==> config.mk <==
export PLATFORM = sky130hd
export DESIGN_NAME = clock_ctrl
export DESIGN_NICKNAME = d
export VERILOG_FILES = /design/src/clock_ctrl.v
export VERILOG_INCLUDE_DIRS = /design/src /design/src/src
export SDC_FILE = /design/constraint.sdc
export NUM_CORES = 1
export LEC_CHECK = 0
export BUFFER_PORTS_ARGS = -buffer_cell sky130_fd_sc_hd__buf_2
export CAP_MARGIN = 20
export CORE_MARGIN = 2
export CORE_UTILIZATION = 60
export DETAILED_ROUTE_END_ITERATION = 6
export PLACE_DENSITY = 0.92
export SYNTH_ARGS = -nofsm -noshare
export SYNTH_HDL_FRONTEND = slang
export SYNTH_SLANG_ARGS = --single-unit
==> constraint.sdc <==
create_clock -name sys_clk_i -period 4.79 [get_ports sys_clk_i]
set_input_delay 0.7185 -clock sys_clk_i [delete_from_list [all_inputs] [get_ports sys_clk_i]]
set_output_delay 0.7185 -clock sys_clk_i [all_outputs]
set_load 0.02 [all_outputs]
==> src/clock_ctrl_defs.vh <==
/*
  Constants of the clock controller: register offsets, field positions,
  reset values, divider ratios and tone periods.
  Assumes it is included once per compile unit by its bare name.
*/
`ifndef CLOCK_CTRL_DEFS_VH
`define CLOCK_CTRL_DEFS_VH

// register offsets (8-bit byte addresses)
`define ADDR_CLOCK_RTC_CONTROL_STATUS 8'h2C
`define ADDR_TONE_CONTROL_REGISTER 8'h2D
`define ADDR_EVENT_STATUS 8'h2E
`define ADDR_EVENT_MASK 8'h2F

// control/status register fields
`define CSR_CLOCK_OUT_SELECT 7
`define CSR_SLOW_DIV_HI 6
`define CSR_SLOW_DIV_LO 5
`define CSR_SLOW_MODE_SELECT 4
`define CSR_TIMEBASE_HI 3
`define CSR_TIMEBASE_LO 2
`define CSR_TIMEBASE_IRQ_ENABLE 1
`define CSR_TIMEBASE_IRQ_FLAG 0
`define CSR_RESET 8'h00
`define TONE_RESET 2'h0

// event status bits
`define EVT_TIMEBASE 0
`define EVT_HALT_WAKE 1
`define EVT_WIDTH 2

// timebase division of the oscillator clock
`define TB_DIV_00 16000
`define TB_DIV_01 32000
`define TB_DIV_10 80000
`define TB_DIV_11 200000

// tone generation from the oscillator clock
`define OSC_HZ 8000000
`define TONE_HZ_01 2000
`define TONE_HZ_10 1000
`define TONE_HZ_11 500
`define TONE_HALF_01 (`OSC_HZ / (2 * `TONE_HZ_01))
`define TONE_HALF_10 (`OSC_HZ / (2 * `TONE_HZ_10))
`define TONE_HALF_11 (`OSC_HZ / (2 * `TONE_HZ_11))

`endif

==> src/clock_ctrl.v <==
/*
  Main clock controller: CPU clock prescaler, clock-out, real-time timebase
  with interrupt flag, beeper, halt mode tracking and a small event block.
  Assumes a single oscillator clock, synchronous inputs, and a register
  master that pulses one strobe per access with read data taken next cycle.
*/
`timescale 1ns/1ps
`include "clock_ctrl_defs.vh"

module clock_ctrl #(
  parameter TB_DIV_00 = `TB_DIV_00,
  parameter TB_DIV_01 = `TB_DIV_01,
  parameter TB_DIV_10 = `TB_DIV_10,
  parameter TB_DIV_11 = `TB_DIV_11,
  parameter TONE_HALF_01 = `TONE_HALF_01,
  parameter TONE_HALF_10 = `TONE_HALF_10,
  parameter TONE_HALF_11 = `TONE_HALF_11
) (
  input wire sys_clk_i,
  input wire reset_i,
  input wire [7:0] addr_i,
  input wire [7:0] wr_data_i,
  input wire wr_stb_i,
  input wire rd_stb_i,
  output reg [7:0] rd_data_o,
  input wire halt_req_i,
  input wire wait_i,
  input wire halt_wake_i,
  output reg active_halt_o,
  output reg halt_o,
  output reg cpu_clk_en_o,
  output reg clock_out_o,
  output reg clock_out_oe_n_o,
  output reg beep_o,
  output reg beep_oe_n_o,
  output reg timebase_irq_o,
  output reg irq_o
);

  localparam [1:0] ST_RUN = 2'h0;
  localparam [1:0] ST_ACTIVE_HALT = 2'h1;
  localparam [1:0] ST_HALT = 2'h2;

  function [17:0] tb_limit;
    input [1:0] sel;
    begin
      case (sel)
        2'h0: tb_limit = TB_DIV_00[17:0] - 18'h00001;
        2'h1: tb_limit = TB_DIV_01[17:0] - 18'h00001;
        2'h2: tb_limit = TB_DIV_10[17:0] - 18'h00001;
        default: tb_limit = TB_DIV_11[17:0] - 18'h00001;
      endcase
    end
  endfunction

  function [12:0] tone_limit;
    input [1:0] sel;
    begin
      case (sel)
        2'h1: tone_limit = TONE_HALF_01[12:0] - 13'h0001;
        2'h2: tone_limit = TONE_HALF_10[12:0] - 13'h0001;
        default: tone_limit = TONE_HALF_11[12:0] - 13'h0001;
      endcase
    end
  endfunction

  reg [1:0] state_q;
  reg [1:0] state_d;
  reg [7:1] csr_q;
  reg flag_q;
  reg [1:0] tone_sel_q;
  reg [1:0] tb_act_q;
  reg [17:0] tb_cnt_q;
  reg [3:0] pre_q;
  reg [12:0] tone_cnt_q;
  reg [`EVT_WIDTH-1:0] evt_status_q;
  reg [`EVT_WIDTH-1:0] evt_mask_q;
  reg [`EVT_WIDTH-1:0] evt_set;
  reg [`EVT_WIDTH-1:0] evt_clr;
  reg [`EVT_WIDTH-1:0] evt_status_d;
  reg [7:1] csr_d;
  reg [1:0] tone_sel_d;
  reg flag_d;
  reg [17:0] tb_cnt_d;
  reg [1:0] tb_act_d;
  reg [12:0] tone_cnt_d;
  reg beep_d;
  reg [7:0] rd_mux;
  wire [7:0] csr_reset_value = `CSR_RESET;

  wire in_halt = (state_q == ST_HALT);
  wire in_active_halt = (state_q == ST_ACTIVE_HALT);
  wire running = (state_q == ST_RUN);
  wire sel_csr = (addr_i == `ADDR_CLOCK_RTC_CONTROL_STATUS);
  wire sel_tone = (addr_i == `ADDR_TONE_CONTROL_REGISTER);
  wire sel_stat = (addr_i == `ADDR_EVENT_STATUS);
  wire sel_mask = (addr_i == `ADDR_EVENT_MASK);
  // control and tone registers take writes only while the core runs; event status and mask take them in any state; wait mode changes nothing
  wire reg_wr = wr_stb_i && running;
  wire [1:0] slow_div = csr_q[`CSR_SLOW_DIV_HI:`CSR_SLOW_DIV_LO];
  wire slow_mode = csr_q[`CSR_SLOW_MODE_SELECT];
  wire [1:0] tb_sel = csr_q[`CSR_TIMEBASE_HI:`CSR_TIMEBASE_LO];
  wire tb_ie = csr_q[`CSR_TIMEBASE_IRQ_ENABLE];
  wire clk_out_sel = csr_q[`CSR_CLOCK_OUT_SELECT];
  wire tb_end = !in_halt && (tb_cnt_q == tb_limit(tb_act_q));
  wire csr_read = rd_stb_i && sel_csr;
  reg cpu_tick;

  // halt mode tracking
  always @*
  begin
    state_d = state_q;
    case (state_q)
      ST_RUN:
      begin
        if (halt_req_i)
          state_d = tb_ie ? ST_ACTIVE_HALT : ST_HALT;
      end
      ST_ACTIVE_HALT:
      begin
        if ((tb_end && tb_ie) || halt_wake_i)
          state_d = ST_RUN;
      end
      ST_HALT:
      begin
        if (halt_wake_i)
          state_d = ST_RUN;
      end
      default: state_d = ST_RUN;
    endcase
  end

  always @(posedge sys_clk_i)
  begin
    if (reset_i)
    begin
      state_q <= ST_RUN;
      active_halt_o <= 1'b0;
      halt_o <= 1'b0;
    end
    else
    begin
      state_q <= state_d;
      active_halt_o <= (state_d == ST_ACTIVE_HALT);
      halt_o <= (state_d == ST_HALT);
    end
  end

  // control registers and timebase flag
  always @*
  begin
    csr_d = csr_q;
    tone_sel_d = tone_sel_q;
    if (reg_wr && sel_csr)
      csr_d = wr_data_i[7:1];
    if (reg_wr && sel_tone)
      tone_sel_d = wr_data_i[1:0];
  end

  // a period end in the cycle of a clearing read keeps the flag
  always @*
  begin
    if (tb_end)
      flag_d = 1'b1;
    else if (csr_read)
      flag_d = 1'b0;
    else
      flag_d = flag_q;
  end

  always @(posedge sys_clk_i)
  begin
    if (reset_i)
    begin
      csr_q <= csr_reset_value[7:1];
      flag_q <= 1'b0;
      tone_sel_q <= `TONE_RESET;
    end
    else
    begin
      csr_q <= csr_d;
      flag_q <= flag_d;
      tone_sel_q <= tone_sel_d;
    end
  end

  // timebase counter; selection latched at period end
  always @*
  begin
    tb_cnt_d = tb_cnt_q;
    tb_act_d = tb_act_q;
    if (tb_end)
    begin
      tb_cnt_d = 18'h00000;
      tb_act_d = tb_sel;
    end
    else if (!in_halt)
      tb_cnt_d = tb_cnt_q + 18'h00001;
  end

  always @(posedge sys_clk_i)
  begin
    if (reset_i)
    begin
      tb_cnt_q <= 18'h00000;
      tb_act_q <= 2'h0;
    end
    else
    begin
      tb_cnt_q <= tb_cnt_d;
      tb_act_q <= tb_act_d;
    end
  end

  // prescaler taps: tap g is high once every 2^(g+1) cycles
  wire [3:0] tap_hit;
  genvar g;
  generate
    for (g = 0; g < 4; g = g + 1)
    begin : g_tap
      assign tap_hit[g] = &pre_q[g:0];
    end
  endgenerate

  // cpu clock prescaler
  always @*
  begin
    if (!slow_mode)
      cpu_tick = 1'b1;
    else
      cpu_tick = tap_hit[slow_div];
  end

  always @(posedge sys_clk_i)
  begin
    if (reset_i)
    begin
      pre_q <= 4'h0;
      cpu_clk_en_o <= 1'b0;
      clock_out_o <= 1'b0;
      clock_out_oe_n_o <= 1'b1;
    end
    else
    begin
      if (!in_halt)
        pre_q <= pre_q + 4'h1;
      cpu_clk_en_o <= running && cpu_tick;
      clock_out_oe_n_o <= !clk_out_sel;
      if (!clk_out_sel || !running)
        clock_out_o <= 1'b0;
      else if (cpu_tick)
        clock_out_o <= !clock_out_o;
    end
  end

  // beeper; keeps running in active halt, oscillator stops in halt
  always @*
  begin
    tone_cnt_d = tone_cnt_q;
    beep_d = beep_o;
    if (tone_sel_q == 2'h0)
    begin
      tone_cnt_d = 13'h0000;
      beep_d = 1'b0;
    end
    else if (!in_halt)
    begin
      if (tone_cnt_q >= tone_limit(tone_sel_q))
      begin
        tone_cnt_d = 13'h0000;
        beep_d = !beep_o;
      end
      else
        tone_cnt_d = tone_cnt_q + 13'h0001;
    end
  end

  always @(posedge sys_clk_i)
  begin
    if (reset_i)
    begin
      tone_cnt_q <= 13'h0000;
      beep_o <= 1'b0;
      beep_oe_n_o <= 1'b1;
    end
    else
    begin
      beep_oe_n_o <= (tone_sel_q == 2'h0);
      tone_cnt_q <= tone_cnt_d;
      beep_o <= beep_d;
    end
  end

  // event status, mask and interrupt outputs
  always @*
  begin
    evt_set = {`EVT_WIDTH{1'b0}};
    evt_set[`EVT_TIMEBASE] = tb_end;
    evt_set[`EVT_HALT_WAKE] = !running && (state_d == ST_RUN);
  end

  // write one to clear; a new event in the same cycle keeps its bit
  always @*
  begin
    if (wr_stb_i && sel_stat)
      evt_clr = wr_data_i[`EVT_WIDTH-1:0];
    else
      evt_clr = {`EVT_WIDTH{1'b0}};
    evt_status_d = (evt_status_q & ~evt_clr) | evt_set;
  end

  always @(posedge sys_clk_i)
  begin
    if (reset_i)
    begin
      evt_status_q <= {`EVT_WIDTH{1'b0}};
      evt_mask_q <= {`EVT_WIDTH{1'b0}};
      timebase_irq_o <= 1'b0;
      irq_o <= 1'b0;
    end
    else
    begin
      evt_status_q <= evt_status_d;
      if (wr_stb_i && sel_mask)
        evt_mask_q <= wr_data_i[`EVT_WIDTH-1:0];
      // requests follow flag and status as they stand after this edge
      timebase_irq_o <= tb_ie && flag_d;
      irq_o <= |(evt_status_d & evt_mask_q);
    end
  end

  // read data, one cycle after the strobe
  always @*
  begin
    if (sel_csr)
      rd_mux = {csr_q, flag_q};
    else if (sel_tone)
      rd_mux = {6'h00, tone_sel_q};
    else if (sel_stat)
      rd_mux = {{(8 - `EVT_WIDTH){1'b0}}, evt_status_q};
    else if (sel_mask)
      rd_mux = {{(8 - `EVT_WIDTH){1'b0}}, evt_mask_q};
    else
      rd_mux = 8'h00;
  end

  always @(posedge sys_clk_i)
  begin
    if (reset_i)
      rd_data_o <= 8'h00;
    else if (rd_stb_i)
      rd_data_o <= rd_mux;
    else
      rd_data_o <= 8'h00;
  end

endmodule // clock_ctrl

=== Yosys cells after proc, flatten, opt, wreduce, memory -nomap -nowiden ===
Index checks and enable logic that the tools add are counted.
Widths: inputs -> output; s select.

* Bits in registers: 70
* Bits of input ports: 23
* Output and inout bits: 17

* Add/subtract/negate cells: 3
* Magnitude comparators: 2
* Equality and inequality tests: 13
* Mux-type cells: 20
* Bitwise operators: 6
* Reductions and logical operators: 31

{| class="wikitable"
|+ Operator list
! cell !! count
|-
| $pmux 18 s3 || 1
|-
| $mux 13 || 3
|-
| $eq 8x6->1 const B || 4
|-
| $pmux 13 s2 || 1
|-
| $add 18x1->18 const B || 1
|-
| $eq 18x18->1 || 1
|-
| $mux 2 || 8
|-
| $add 13x1->13 const B || 1
|-
| $ge 13x13->1 || 1
|-
| $logic_and 1x1->1 || 11
|-
| $reduce_or 2->1 || 5
|-
| $eq 2x1->1 const B || 4
|-
| $eq 2x2->1 const B || 4
|-
| $logic_not 2->1 || 4
|-
| $mux 8 || 1
|-
| $pmux 2 s3 || 1
|-
| $logic_not 1->1 || 5
|-
| $add 4x1->4 const B || 1
|-
| $and 2x2->2 || 2
|-
| $mux 1 || 4
|-
| $reduce_and 2->1 || 2
|-
| $reduce_and 4->1 || 1
|-
| $lt 2x3->1 const B || 1
|-
| $reduce_and 3->1 || 1
|-
| 5 further kinds || 7
|}

=== Depth between registers and ports, before layout ===
Gate-level depths: netlist of run 1.

* Depth in word-level cells: 13
* Depth in mapped cells: 10
* Mapped depth without buffers: 9

=== Worst setup path before layout of run 1 ===
No wires, ideal clock.

* Kind: in2reg
* Start point: in addr_i[4]
* End point: reg csr_q[1] in the netlist's numbering
* Arrival: 2.095 ns
* Setup slack: 2.567 ns
* Stages: 5
* Buffers on the path: 0
* Cells stage by stage: or4b_1 -> nor4_1 -> nand3_2 -> mux2i_1 -> nor2_1

* Cells in the longest elaborated chain, start to end: 2

{| class="wikitable"
|+ Ends and longest elaborated chain
! item !! RTL line !! text
|-
| start: declaration || clock_ctrl.v:21 || <nowiki>input wire [7:0] addr_i,</nowiki>
|-
| $eq 8x6->1 (no line) || - ||
|-
| $logic_and 1x1->1 || clock_ctrl.v:154 || <nowiki>if (reg_wr && sel_csr)</nowiki>
|-
| end signal: assignment || clock_ctrl.v:175 || <nowiki>csr_q <= csr_reset_value[7:1];</nowiki>
|-
| end signal: assignment || clock_ctrl.v:181 || <nowiki>csr_q <= csr_d;</nowiki>
|-
| end: declaration || clock_ctrl.v:69 || <nowiki>reg [7:1] csr_q;</nowiki>
|}

Every way passes these cells.
A chain may end at the register's enable or synchronous reset.

=== Worst setup path in the final report of run 1 ===
* Start point: reg state_q[0]
* End point: reg tb_cnt_q[17]

* Cells in the longest elaborated chain, start to end: 4

{| class="wikitable"
|+ Ends and longest elaborated chain
! item !! RTL line !! text
|-
| start: declaration || clock_ctrl.v:67 || <nowiki>reg [1:0] state_q;</nowiki>
|-
| start signal: assignment || clock_ctrl.v:143 || <nowiki>state_q <= state_d;</nowiki>
|-
| $eq 2x2->1 * || clock_ctrl.v:91 || <nowiki>wire in_halt = (state_q == ST_HALT);</nowiki>
|-
| $logic_not 1->1 || - ||
|-
| $logic_and 1x1->1 || clock_ctrl.v:105 || <nowiki>wire tb_end = !in_halt && (tb_cnt_q == tb_limit(tb_act_q));</nowiki>
|-
| $reduce_or 2->1 (no line) || - ||
|-
| end signal: assignment || clock_ctrl.v:210 || <nowiki>tb_cnt_q <= tb_cnt_d;</nowiki>
|-
| end: declaration || clock_ctrl.v:73 || <nowiki>reg [17:0] tb_cnt_q;</nowiki>
|}

Mark *: on every way between the ends. The rest lies on a longest branch, timed or not.

==> results.rst, run 1 <==
.. list-table::
   :header-rows: 1

   * - Metric
     - Value
   * - RSZ-0062 raised after global routing
     - no
   * - Vias in the first global route
     - approximately 2600
   * - Proportion of layout cells with a drive suffix above 1
     - 15.93%
   * - Clk sink count
     - 70
   * - Post-synthesis sequential area ratio
     - 42.09%
   * - Detailed-placement wirelength estimate
     - 4.862 mm
   * - Overflow after GRT
     - 0
   * - Number of standard cells in the final layout excluding fillers
     - 480
   * - Share of the synthesized area in the top cell type
     - 42.09%
   * - Count of endpoints failing setup in the final report
     - 0
   * - Share of flip-flops with an asynchronous set or reset
     - 0%
   * - Yosys warning total
     - 0
   * - Flip-flop and latch count after synthesis
     - 70
   * - Setup clock skew after layout
     - just under 0.008 ns
   * - Post-CTS repair timing setup buffer count
     - 0
   * - Worst hold path startpoint
     - pre_q[1]
   * - Starting density of the core
     - 61.21%
   * - Placed Cells
     - approximately 460
   * - Total number of vias
     - 2788
   * - Required arrival time at the worst endpoint
     - 5.01 ns
   * - Antenna Violating Nets Remaining
     - 0
   * - Critical path data arrival time
     - 2.98 ns
   * - Leakage power
     - around 0.0015 uW
   * - Final Hold Vio Count
     - 0
   * - Top cells by area, synth
     - sky130_fd_sc_hd__dfxtp_1, sky130_fd_sc_hd__nor2_1, sky130_fd_sc_hd__xnor2_1
   * - Die span in y
     - 78.49 um
   * - Sw Ratio
     - 22.23%
   * - Worst hold path type
     - flop to flop
   * - Initial antenna violation count
     - 0
   * - Slowest CP cell
     - sky130_fd_sc_hd__nand2b_1
   * - Combinational share of power
     - 4.2%
   * - Root Buffer
     - sky130_fd_sc_hd__clkbuf_8
   * - P per Cell Area
     - 327.3 nW/um^2
   * - Part of the total power dissipated in sequential elements
     - about half
   * - Start point of the critical path
     - state_q[0]
   * - Largest net degree at the start of global routing
     - 31
   * - Classification of the worst setup path
     - flop to flop
   * - Final slew viol count
     - 0
   * - Average size of a mapped cell
     - ~9.1 sq um
   * - Post-Syn Nets
     - 402
   * - Post-Syn Instances
     - 367
   * - Number of detailed-routing iterations run before antenna repair
     - 5
   * - First-pass GRT wire length
     - about 12 mm
   * - Port Buffers
     - 38
   * - Total CTS buffers
     - 9
   * - Count of pins on the block boundary
     - 40
   * - Aggregate routed wire length
     - 7.012 mm
   * - Setup total negative slack
     - 0 ns
   * - Core Area
     - 5439 sq um
   * - Maximum resistive drop on vdd
     - 0.0001845 V
   * - Via density per instance
     - 5.808
   * - Distinct cell type count of the synthesized netlist
     - 58
   * - Critical path cell sequence
     - nand2b_1 -> nand4_2 -> a2111oi_4 -> a31o_1 -> nor2_1
   * - Floorplan die width
     - 78.49 um
   * - Routed wire per std cell
     - approximately 15 um
   * - Weighted congestion reported at the end of routability-driven placement
     - ~0.86
   * - Final layout net count
     - 438
   * - Area of the mapped netlist
     - 3329 sq um
   * - Status
     - completed
   * - Number of hold-repair buffers added at the cts stage
     - 0
   * - Largest incremental delay on the critical path
     - 0.62 ns
   * - Number of inserted diodes
     - 0
   * - CTS tree
     - built
   * - EDFF count, synth
     - 0
   * - Quantity of gates resized following cts
     - 0
   * - Drc violations
     - 0
   * - Overall Global Routing Usage
     - 23.84%
   * - Growth of design area from synthesis to finish
     - 13.23%
   * - Post-route minimum period
     - roughly 2.8 ns
   * - Setup crit start kind
     - flop
   * - Capturing element type of the critical path
     - flop
   * - Fraction of the cycle the final worst path needs
     - just under 60%
   * - Launching point of the worst reg2reg path
     - state_q[0]
   * - Rows
     - 27
   * - Insertion delay to the later sink of the worst-skew pair
     - 0.35 ns
   * - Tightest Pin Transition
     - 0.8197 ns
   * - First-iteration detailed-routing DRC count
     - between 150 and 200
   * - Total power consumption of the routed design
     - around 1200 uW
   * - Internal power summed over all cells
     - between 900 and 1000 uW
   * - Htree depth
     - 3
   * - Net switching component of the power
     - 274.3 uW
   * - Clock share of power
     - 47.2%
   * - Fmax
     - between 0.3 and 0.4 GHz
   * - Synth area leader
     - sky130_fd_sc_hd__dfxtp_1
   * - Maximum buffer depth of the clock tree
     - 2
   * - Die area
     - 6161 sq um
   * - Clock transition at path regs
     - 0.08 ns
   * - Dominant register cell in the synthesized netlist
     - sky130_fd_sc_hd__dfxtp_1
   * - Max transition margin
     - 45.24%
   * - Count of maximum capacitance violations
     - 0
   * - Maximum fanout encountered on the critical timing path
     - 18
-- power groups by stage --
stage	Combinational, uW	Sequential, uW	Clock (uW)
6_report	51.9	600	582
3_5_place_dp	51.2	613	0
4_1_cts	52.1	599	587
3_3_place_gp	48.9	612	0
5_1_grt	57.4	600	615
2_1_floorplan	35.3	611	0
-- per-stage QoR --
stage	hold slack [ns]	setup WS, ns	util (%)	area [sq um]
detailed placement	0.4689	1.973	64.83	3526
global route	0.5213	1.785	69.31	3770
floorplan	0.4147	2.567	-	3329
CTS	0.4830	1.999	69.31	3770
global placement	0.4589	2.119	64.83	3526
finish	0.4851	2.027	69.31	3770
-- cell type report --
class,count,area (sq um)
clock buffers,9,123.9
clock inverters,7,120.1
fillers,392,1669
well taps,72,90.09
flip-flops and latches,70,1401
inverters,12,45.04
repair buffers,38,190.2
multi-input cells,272,1799
-- synthesized netlist by cell type (3+ instances only) --
cell	instances
sky130_fd_sc_hd__xnor2_1	21
sky130_fd_sc_hd__and3_1	10
sky130_fd_sc_hd__nor3_1	17
sky130_fd_sc_hd__a211oi_1	3
sky130_fd_sc_hd__inv_1	11
sky130_fd_sc_hd__nor2_1	53
sky130_fd_sc_hd__and2_1	3
sky130_fd_sc_hd__xor2_1	11
sky130_fd_sc_hd__a21oi_1	13
sky130_fd_sc_hd__nand2_1	34
sky130_fd_sc_hd__mux2i_1	13
sky130_fd_sc_hd__dfxtp_1	70
sky130_fd_sc_hd__clkbuf_1	6
sky130_fd_sc_hd__nand4_1	12
sky130_fd_sc_hd__ha_1	12
sky130_fd_sc_hd__buf_2	3
sky130_fd_sc_hd__o21bai_1	3
sky130_fd_sc_hd__a31oi_1	3
sky130_fd_sc_hd__nor4_1	5
sky130_fd_sc_hd__nand3_1	7
sky130_fd_sc_hd__nor2b_1	5
sky130_fd_sc_hd__nand2b_1	3
-- flip-flops by register name (all words and copies together) (netlist names), 2 cells and up --
register and count:
tone_cnt_q 13, tb_cnt_q 18, csr_q 7, pre_q 4, state_q 2, rd_data_o 8
evt_status_q 2, evt_mask_q 2, tb_act_q 2, tone_sel_q 2
-- layer usage --
metal	GRT usage, %	up-vias	part of all wire (%)
met2	41.21	102	51
met4	12.28	0	1.6
met1	27.93	1302	42
li1	-	1373	-
met5	0	-	0
met3	4.828	11	5.7
-- worst max-delay path: cells and delay by family, from the launching register on --
family,cells,cell delay [ns]
and+or+nand+nor,3,1.13
AOI/OAI and AO/OA,2,0.98
DFF,1,0.51
-- cell families after synthesis --
| logic type | after synthesis | share of synthesized area [%] |
|---|---|---|
| buffers and inverters | 25 | 3.870 |
| muxes | 16 | 5.599 |
| AOI/OAI and AO/OA | 46 | 10.41 |
| adders and majority gates | 13 | 4.810 |
| and+or+nand+nor | 165 | 24.80 |
| DFF | 70 | 42.09 |
| xor gates and xnor gates | 32 | 8.418 |
-- placed cells by master, fill, tap and decap left out, drive strengths merged, types with 3 or more instances in the layout --
master / Yosys / final
xor2: 11 / 11
mux2i: 13 / 13
clkbuf: 6 / 9
nand2b: 3 / 3
a211oi: 3 / 3
xnor2: 21 / 21
dfxtp: 70 / 70
a21oi: 13 / 13
a31oi: 3 / 3
nand4: 13 / 13
nand3: 8 / 8
nor4: 5 / 5
nor2: 53 / 53
buf: 7 / 38
and3: 10 / 10
o21bai: 3 / 3
nor3: 17 / 17
and2: 3 / 3
ha: 12 / 12
inv: 12 / 14
nor2b: 5 / 5
nand2: 34 / 34
bufinv: 0 / 3
-- path summary, 6_finish.rpt --
| check | cells after the start | slack (ns) | end |
|---|---|---|---|
| worst max register to register | 5 | 2.03 | tb_cnt_q[17] |
| worst max-delay path | 5 | 2.03 | tb_cnt_q[17] |
| worst min register to register | 2 | 0.49 | pre_q[1] |
| worst min-delay path | 2 | 0.49 | pre_q[1] |
(Power assumes the default switching activity.)
==> run 2, diff against run 1 <==
- ABC_AREA: unset -> 1
- CORE_UTILIZATION: 60 -> 58
- PLACE_DENSITY: 0.92 -> 0.9
- clock period: 4.79 -> 2.8 ns (I/O delays scaled with it)
==> results.rst, run 2 <==
.. list-table::
   :header-rows: 1

   * - Metric
     - Value
   * - Insertion delay to the later sink of the worst-skew pair
     - between 0.3 and 0.4 ns
   * - Top cells by area, synth
     - sky130_fd_sc_hd__dfxtp_1, sky130_fd_sc_hd__nand2_1, sky130_fd_sc_hd__nor2_1
   * - Count of pins on the block boundary
     - 40
   * - Final slew viol count
     - 0
   * - Largest incremental delay on the critical path
     - 0.34 ns
   * - Count of maximum capacitance violations
     - 0
   * - Total number of vias
     - 2944
   * - Number of standard cells in the final layout excluding fillers
     - 552
   * - Post-Syn Instances
     - 434
   * - Vias in the first global route
     - 2754
   * - Worst hold path startpoint
     - wr_data_i[0]
   * - Average size of a mapped cell
     - 7.574 sq um
   * - Weighted congestion reported at the end of routability-driven placement
     - 0.9010
   * - Root Buffer
     - sky130_fd_sc_hd__clkbuf_8
   * - Final layout net count
     - 510
   * - Overall Global Routing Usage
     - 23.49%
   * - Share of flip-flops with an asynchronous set or reset
     - 0%
   * - Required arrival time at the worst endpoint
     - 3.07 ns
   * - Classification of the worst setup path
     - flop to flop
   * - Most frequent CP cell
     - sky130_fd_sc_hd__nand2_1
   * - Critical path data arrival time
     - 2.49 ns
   * - Top cell types by occurrence after synthesis
     - sky130_fd_sc_hd__dfxtp_1, sky130_fd_sc_hd__nand2_1, sky130_fd_sc_hd__nor2_1, sky130_fd_sc_hd__inv_1, sky130_fd_sc_hd__a21oi_1
   * - Yosys warning total
     - 0
   * - Overflow after GRT
     - 0
   * - Count of endpoints failing setup in the final report
     - 0
   * - CTS tree
     - built
   * - Share of the synthesized area in the top cell type
     - approximately 43%
   * - Post-route minimum period
     - 2.226 ns
   * - Quantity of gates resized following cts
     - 0
   * - Placed Cells
     - 536
   * - Initial antenna violation count
     - 0
   * - Distinct cell type count of the synthesized netlist
     - 38
   * - Tightest Pin Transition
     - 0.7943 ns
   * - Status
     - completed
   * - Total power consumption of the routed design
     - 2049 uW
   * - Leading cell types in the layout, fill and taps excluded
     - sky130_fd_sc_hd__nand2_1, sky130_fd_sc_hd__dfxtp_1, sky130_fd_sc_hd__nor2_1
   * - Flip-flop count of the largest register, all copies and words added
     - 18
   * - Routed wire per std cell
     - 12.22 um
   * - Setup slack after placement
     - around 0.6 ns
   * - Critical path cell sequence
     - inv_1 -> ha_1 -> inv_1 -> ha_1 -> nand2_1 -> o21ai_0 -> nand2_1 -> nand4_1 -> nand2_1 -> nand2_1 -> nor3b_1
   * - Aggregate routed wire length
     - ~6.7 mm
   * - Fraction of the cycle the final worst path needs
     - 79.48%
   * - Setup crit start kind
     - flop
   * - Largest net degree at the start of global routing
     - 21
   * - Multiplexer share of the synthesized area
     - 0%
   * - RSZ-0062 raised after global routing
     - no
   * - Via density per instance
     - 5.333
   * - Flip-flop and latch count after synthesis
     - 70
   * - Setup clock skew after layout
     - 0.009471 ns
   * - Post-synthesis adder-cell area fraction
     - approximately 4.6%
   * - Antenna Violating Nets Remaining
     - 0
   * - Number of hold-repair buffers added at the cts stage
     - 0
   * - Proportion of layout cells with a drive suffix above 1
     - 17.08%
   * - Core Area
     - 5507 sq um
   * - Hold Crit Endpoint
     - evt_mask_q[0]
   * - Final Hold Vio Count
     - 0
   * - Post-Syn Nets
     - 469
   * - Maximum resistive drop on vdd
     - approximately 0.00037 V
   * - Setup total negative slack
     - 0 ns
   * - First-iteration detailed-routing DRC count
     - 134
   * - Share of the synthesized area in compound gates (AO/OA/AOI/OAI)
     - 11.72%
   * - Worst hold path type
     - input port to flop
   * - Dominant register cell in the synthesized netlist
     - sky130_fd_sc_hd__dfxtp_1
   * - Rows
     - 27
   * - First-pass GRT wire length
     - 11.65 mm
   * - Launching point of the worst reg2reg path
     - tone_sel_q[0]
   * - Floorplan die width
     - 79.28 um
   * - Maximum buffer depth of the clock tree
     - 2
   * - Total CTS buffers
     - 9
   * - Xor/xnor share of the synthesized area
     - 3.730%
   * - Drc violations
     - 0
   * - Post-synthesis sequential area ratio
     - 42.63%
   * - Number of detailed-routing iterations run before antenna repair
     - 5
   * - Leakage power
     - approximately 0.0015 uW
   * - Growth of design area from synthesis to finish
     - 14.16%
   * - Biggest register
     - tb_cnt_q
   * - Worst setup margin
     - 0.5744 ns
   * - Slowest CP cell
     - sky130_fd_sc_hd__dfxtp_1
   * - Fmax
     - approximately 0.45 GHz
   * - Number of inserted diodes
     - 0
   * - Largest registers ranked by flip-flop count
     - tb_cnt_q x18, tone_cnt_q x13, rd_data_o x8
   * - Register-to-register setup slack
     - 0.57 ns
   * - Area of the mapped netlist
     - 3287 sq um
   * - Capturing element type of the critical path
     - flop
   * - Detailed-placement wirelength estimate
     - between 4 and 5 mm
   * - Starting density of the core
     - 59.69%
   * - Die area
     - 6285 sq um
   * - Port Buffers
     - 38
   * - Count of cells along the worst hold path
     - 3
   * - Clk sink count
     - 70
   * - Clock transition at path regs
     - 0.08 ns
   * - Max transition margin
     - 46.85%
   * - Die span in y
     - 79.28 um
   * - P per Cell Area
     - between 500 and 600 nW/um^2
   * - Maximum fanout encountered on the critical timing path
     - 12
   * - Register-to-Register Path Depth
     - 11
   * - Endpoint of the lowest-slack register-to-register path
     - tone_cnt_q[2]
   * - EDFF count, synth
     - 0
   * - Main combinational cell family by area after synthesis
     - simple AND/OR/NAND/NOR gates
   * - Htree depth
     - 3
   * - Post-CTS repair timing setup buffer count
     - 0
   * - Simple-Gate Fraction of Synth Area
     - between 20% and 30%
   * - Synth area leader
     - sky130_fd_sc_hd__dfxtp_1
-- run 2: cell count changes after synthesis, moves of 13 or more --
cell                      previous run  this run
sky130_fd_sc_hd__a21oi_1            13        35
sky130_fd_sc_hd__inv_1              11        53
sky130_fd_sc_hd__mux2i_1            13         0
sky130_fd_sc_hd__nand2_1            34        70
sky130_fd_sc_hd__nand3_1             7        20
sky130_fd_sc_hd__o21ai_0             2        25
sky130_fd_sc_hd__xnor2_1            21         2
-- run 2: worst max path at each step --
stage / start / end / cells past startpoint
2_1_floorplan: tone_sel_q[0] / tone_cnt_q[6] / 11
3_3_place_gp: tone_sel_q[0] / tone_cnt_q[8] / 11
3_5_place_dp: tone_sel_q[0] / tone_cnt_q[12] / 10
4_1_cts: tone_sel_q[0] / tone_cnt_q[8] / 11
5_1_grt: tone_sel_q[0] / tone_cnt_q[8] / 11
6_report: tone_sel_q[0] / tone_cnt_q[2] / 11
-- run 2: worst max-delay path: cells and delay by family (launching register included) --
family	cells	cell delay (ns)
AOI/OAI and AO/OA	1	0.08
and+or+nand+nor	6	0.96
buffers and inverters	2	0.14
DFF	1	0.34
adders and majority gates	2	0.63
-- run 2: cell type report --
type                       instances  area (sq um)
clock buffer                      11         151.4
multi-input combinational        299          1624
sequential                        70          1401
tap                               72         90.09
fill                             419          1754
clock inverter                     5         81.33
timing repair buffer              38         190.2
inverter                          57         214.0
-- run 2: per-layer routing --
metal  global-route usage (%)  vias to the layer above  part of all wire, %
met4                    11.72                        0                  2.1
met2                    40.17                       80                   50
met1                    28.29                     1359                   44
met5                        0                        -                    0
li1                         -                     1492                    -
met3                    4.205                       13                  4.2
-- run 2: power breakdown --
group          total (uW)  internal (uW)  switching (uW)
Sequential           1020           1010            12.0
Combinational        96.2           34.8            61.4
Clock                 931            550             381
Total                2050           1590             455
-- run 2: cell families after synthesis --
logic type               count (synthesis)
XOR/XNOR                                14
buffers and inverters                   65
flip-flops                              70
adder cells (fa/ha/maj)                 12
AO/OA/AOI/OAI                           71
AND/OR/NAND/NOR                        202
-- run 2: per-stage QoR --
stage | area (sq um) | hold slack (ns) | util (%)
finish | 3752 | 0.3425 | 68.14
global route | 3752 | 0.3636 | 68.14
CTS | 3752 | 0.3353 | 68.14
detailed placement | 3520 | 0.4346 | 63.92
global placement | 3520 | 0.4311 | 63.92
floorplan | 3287 | 0.4062 | -
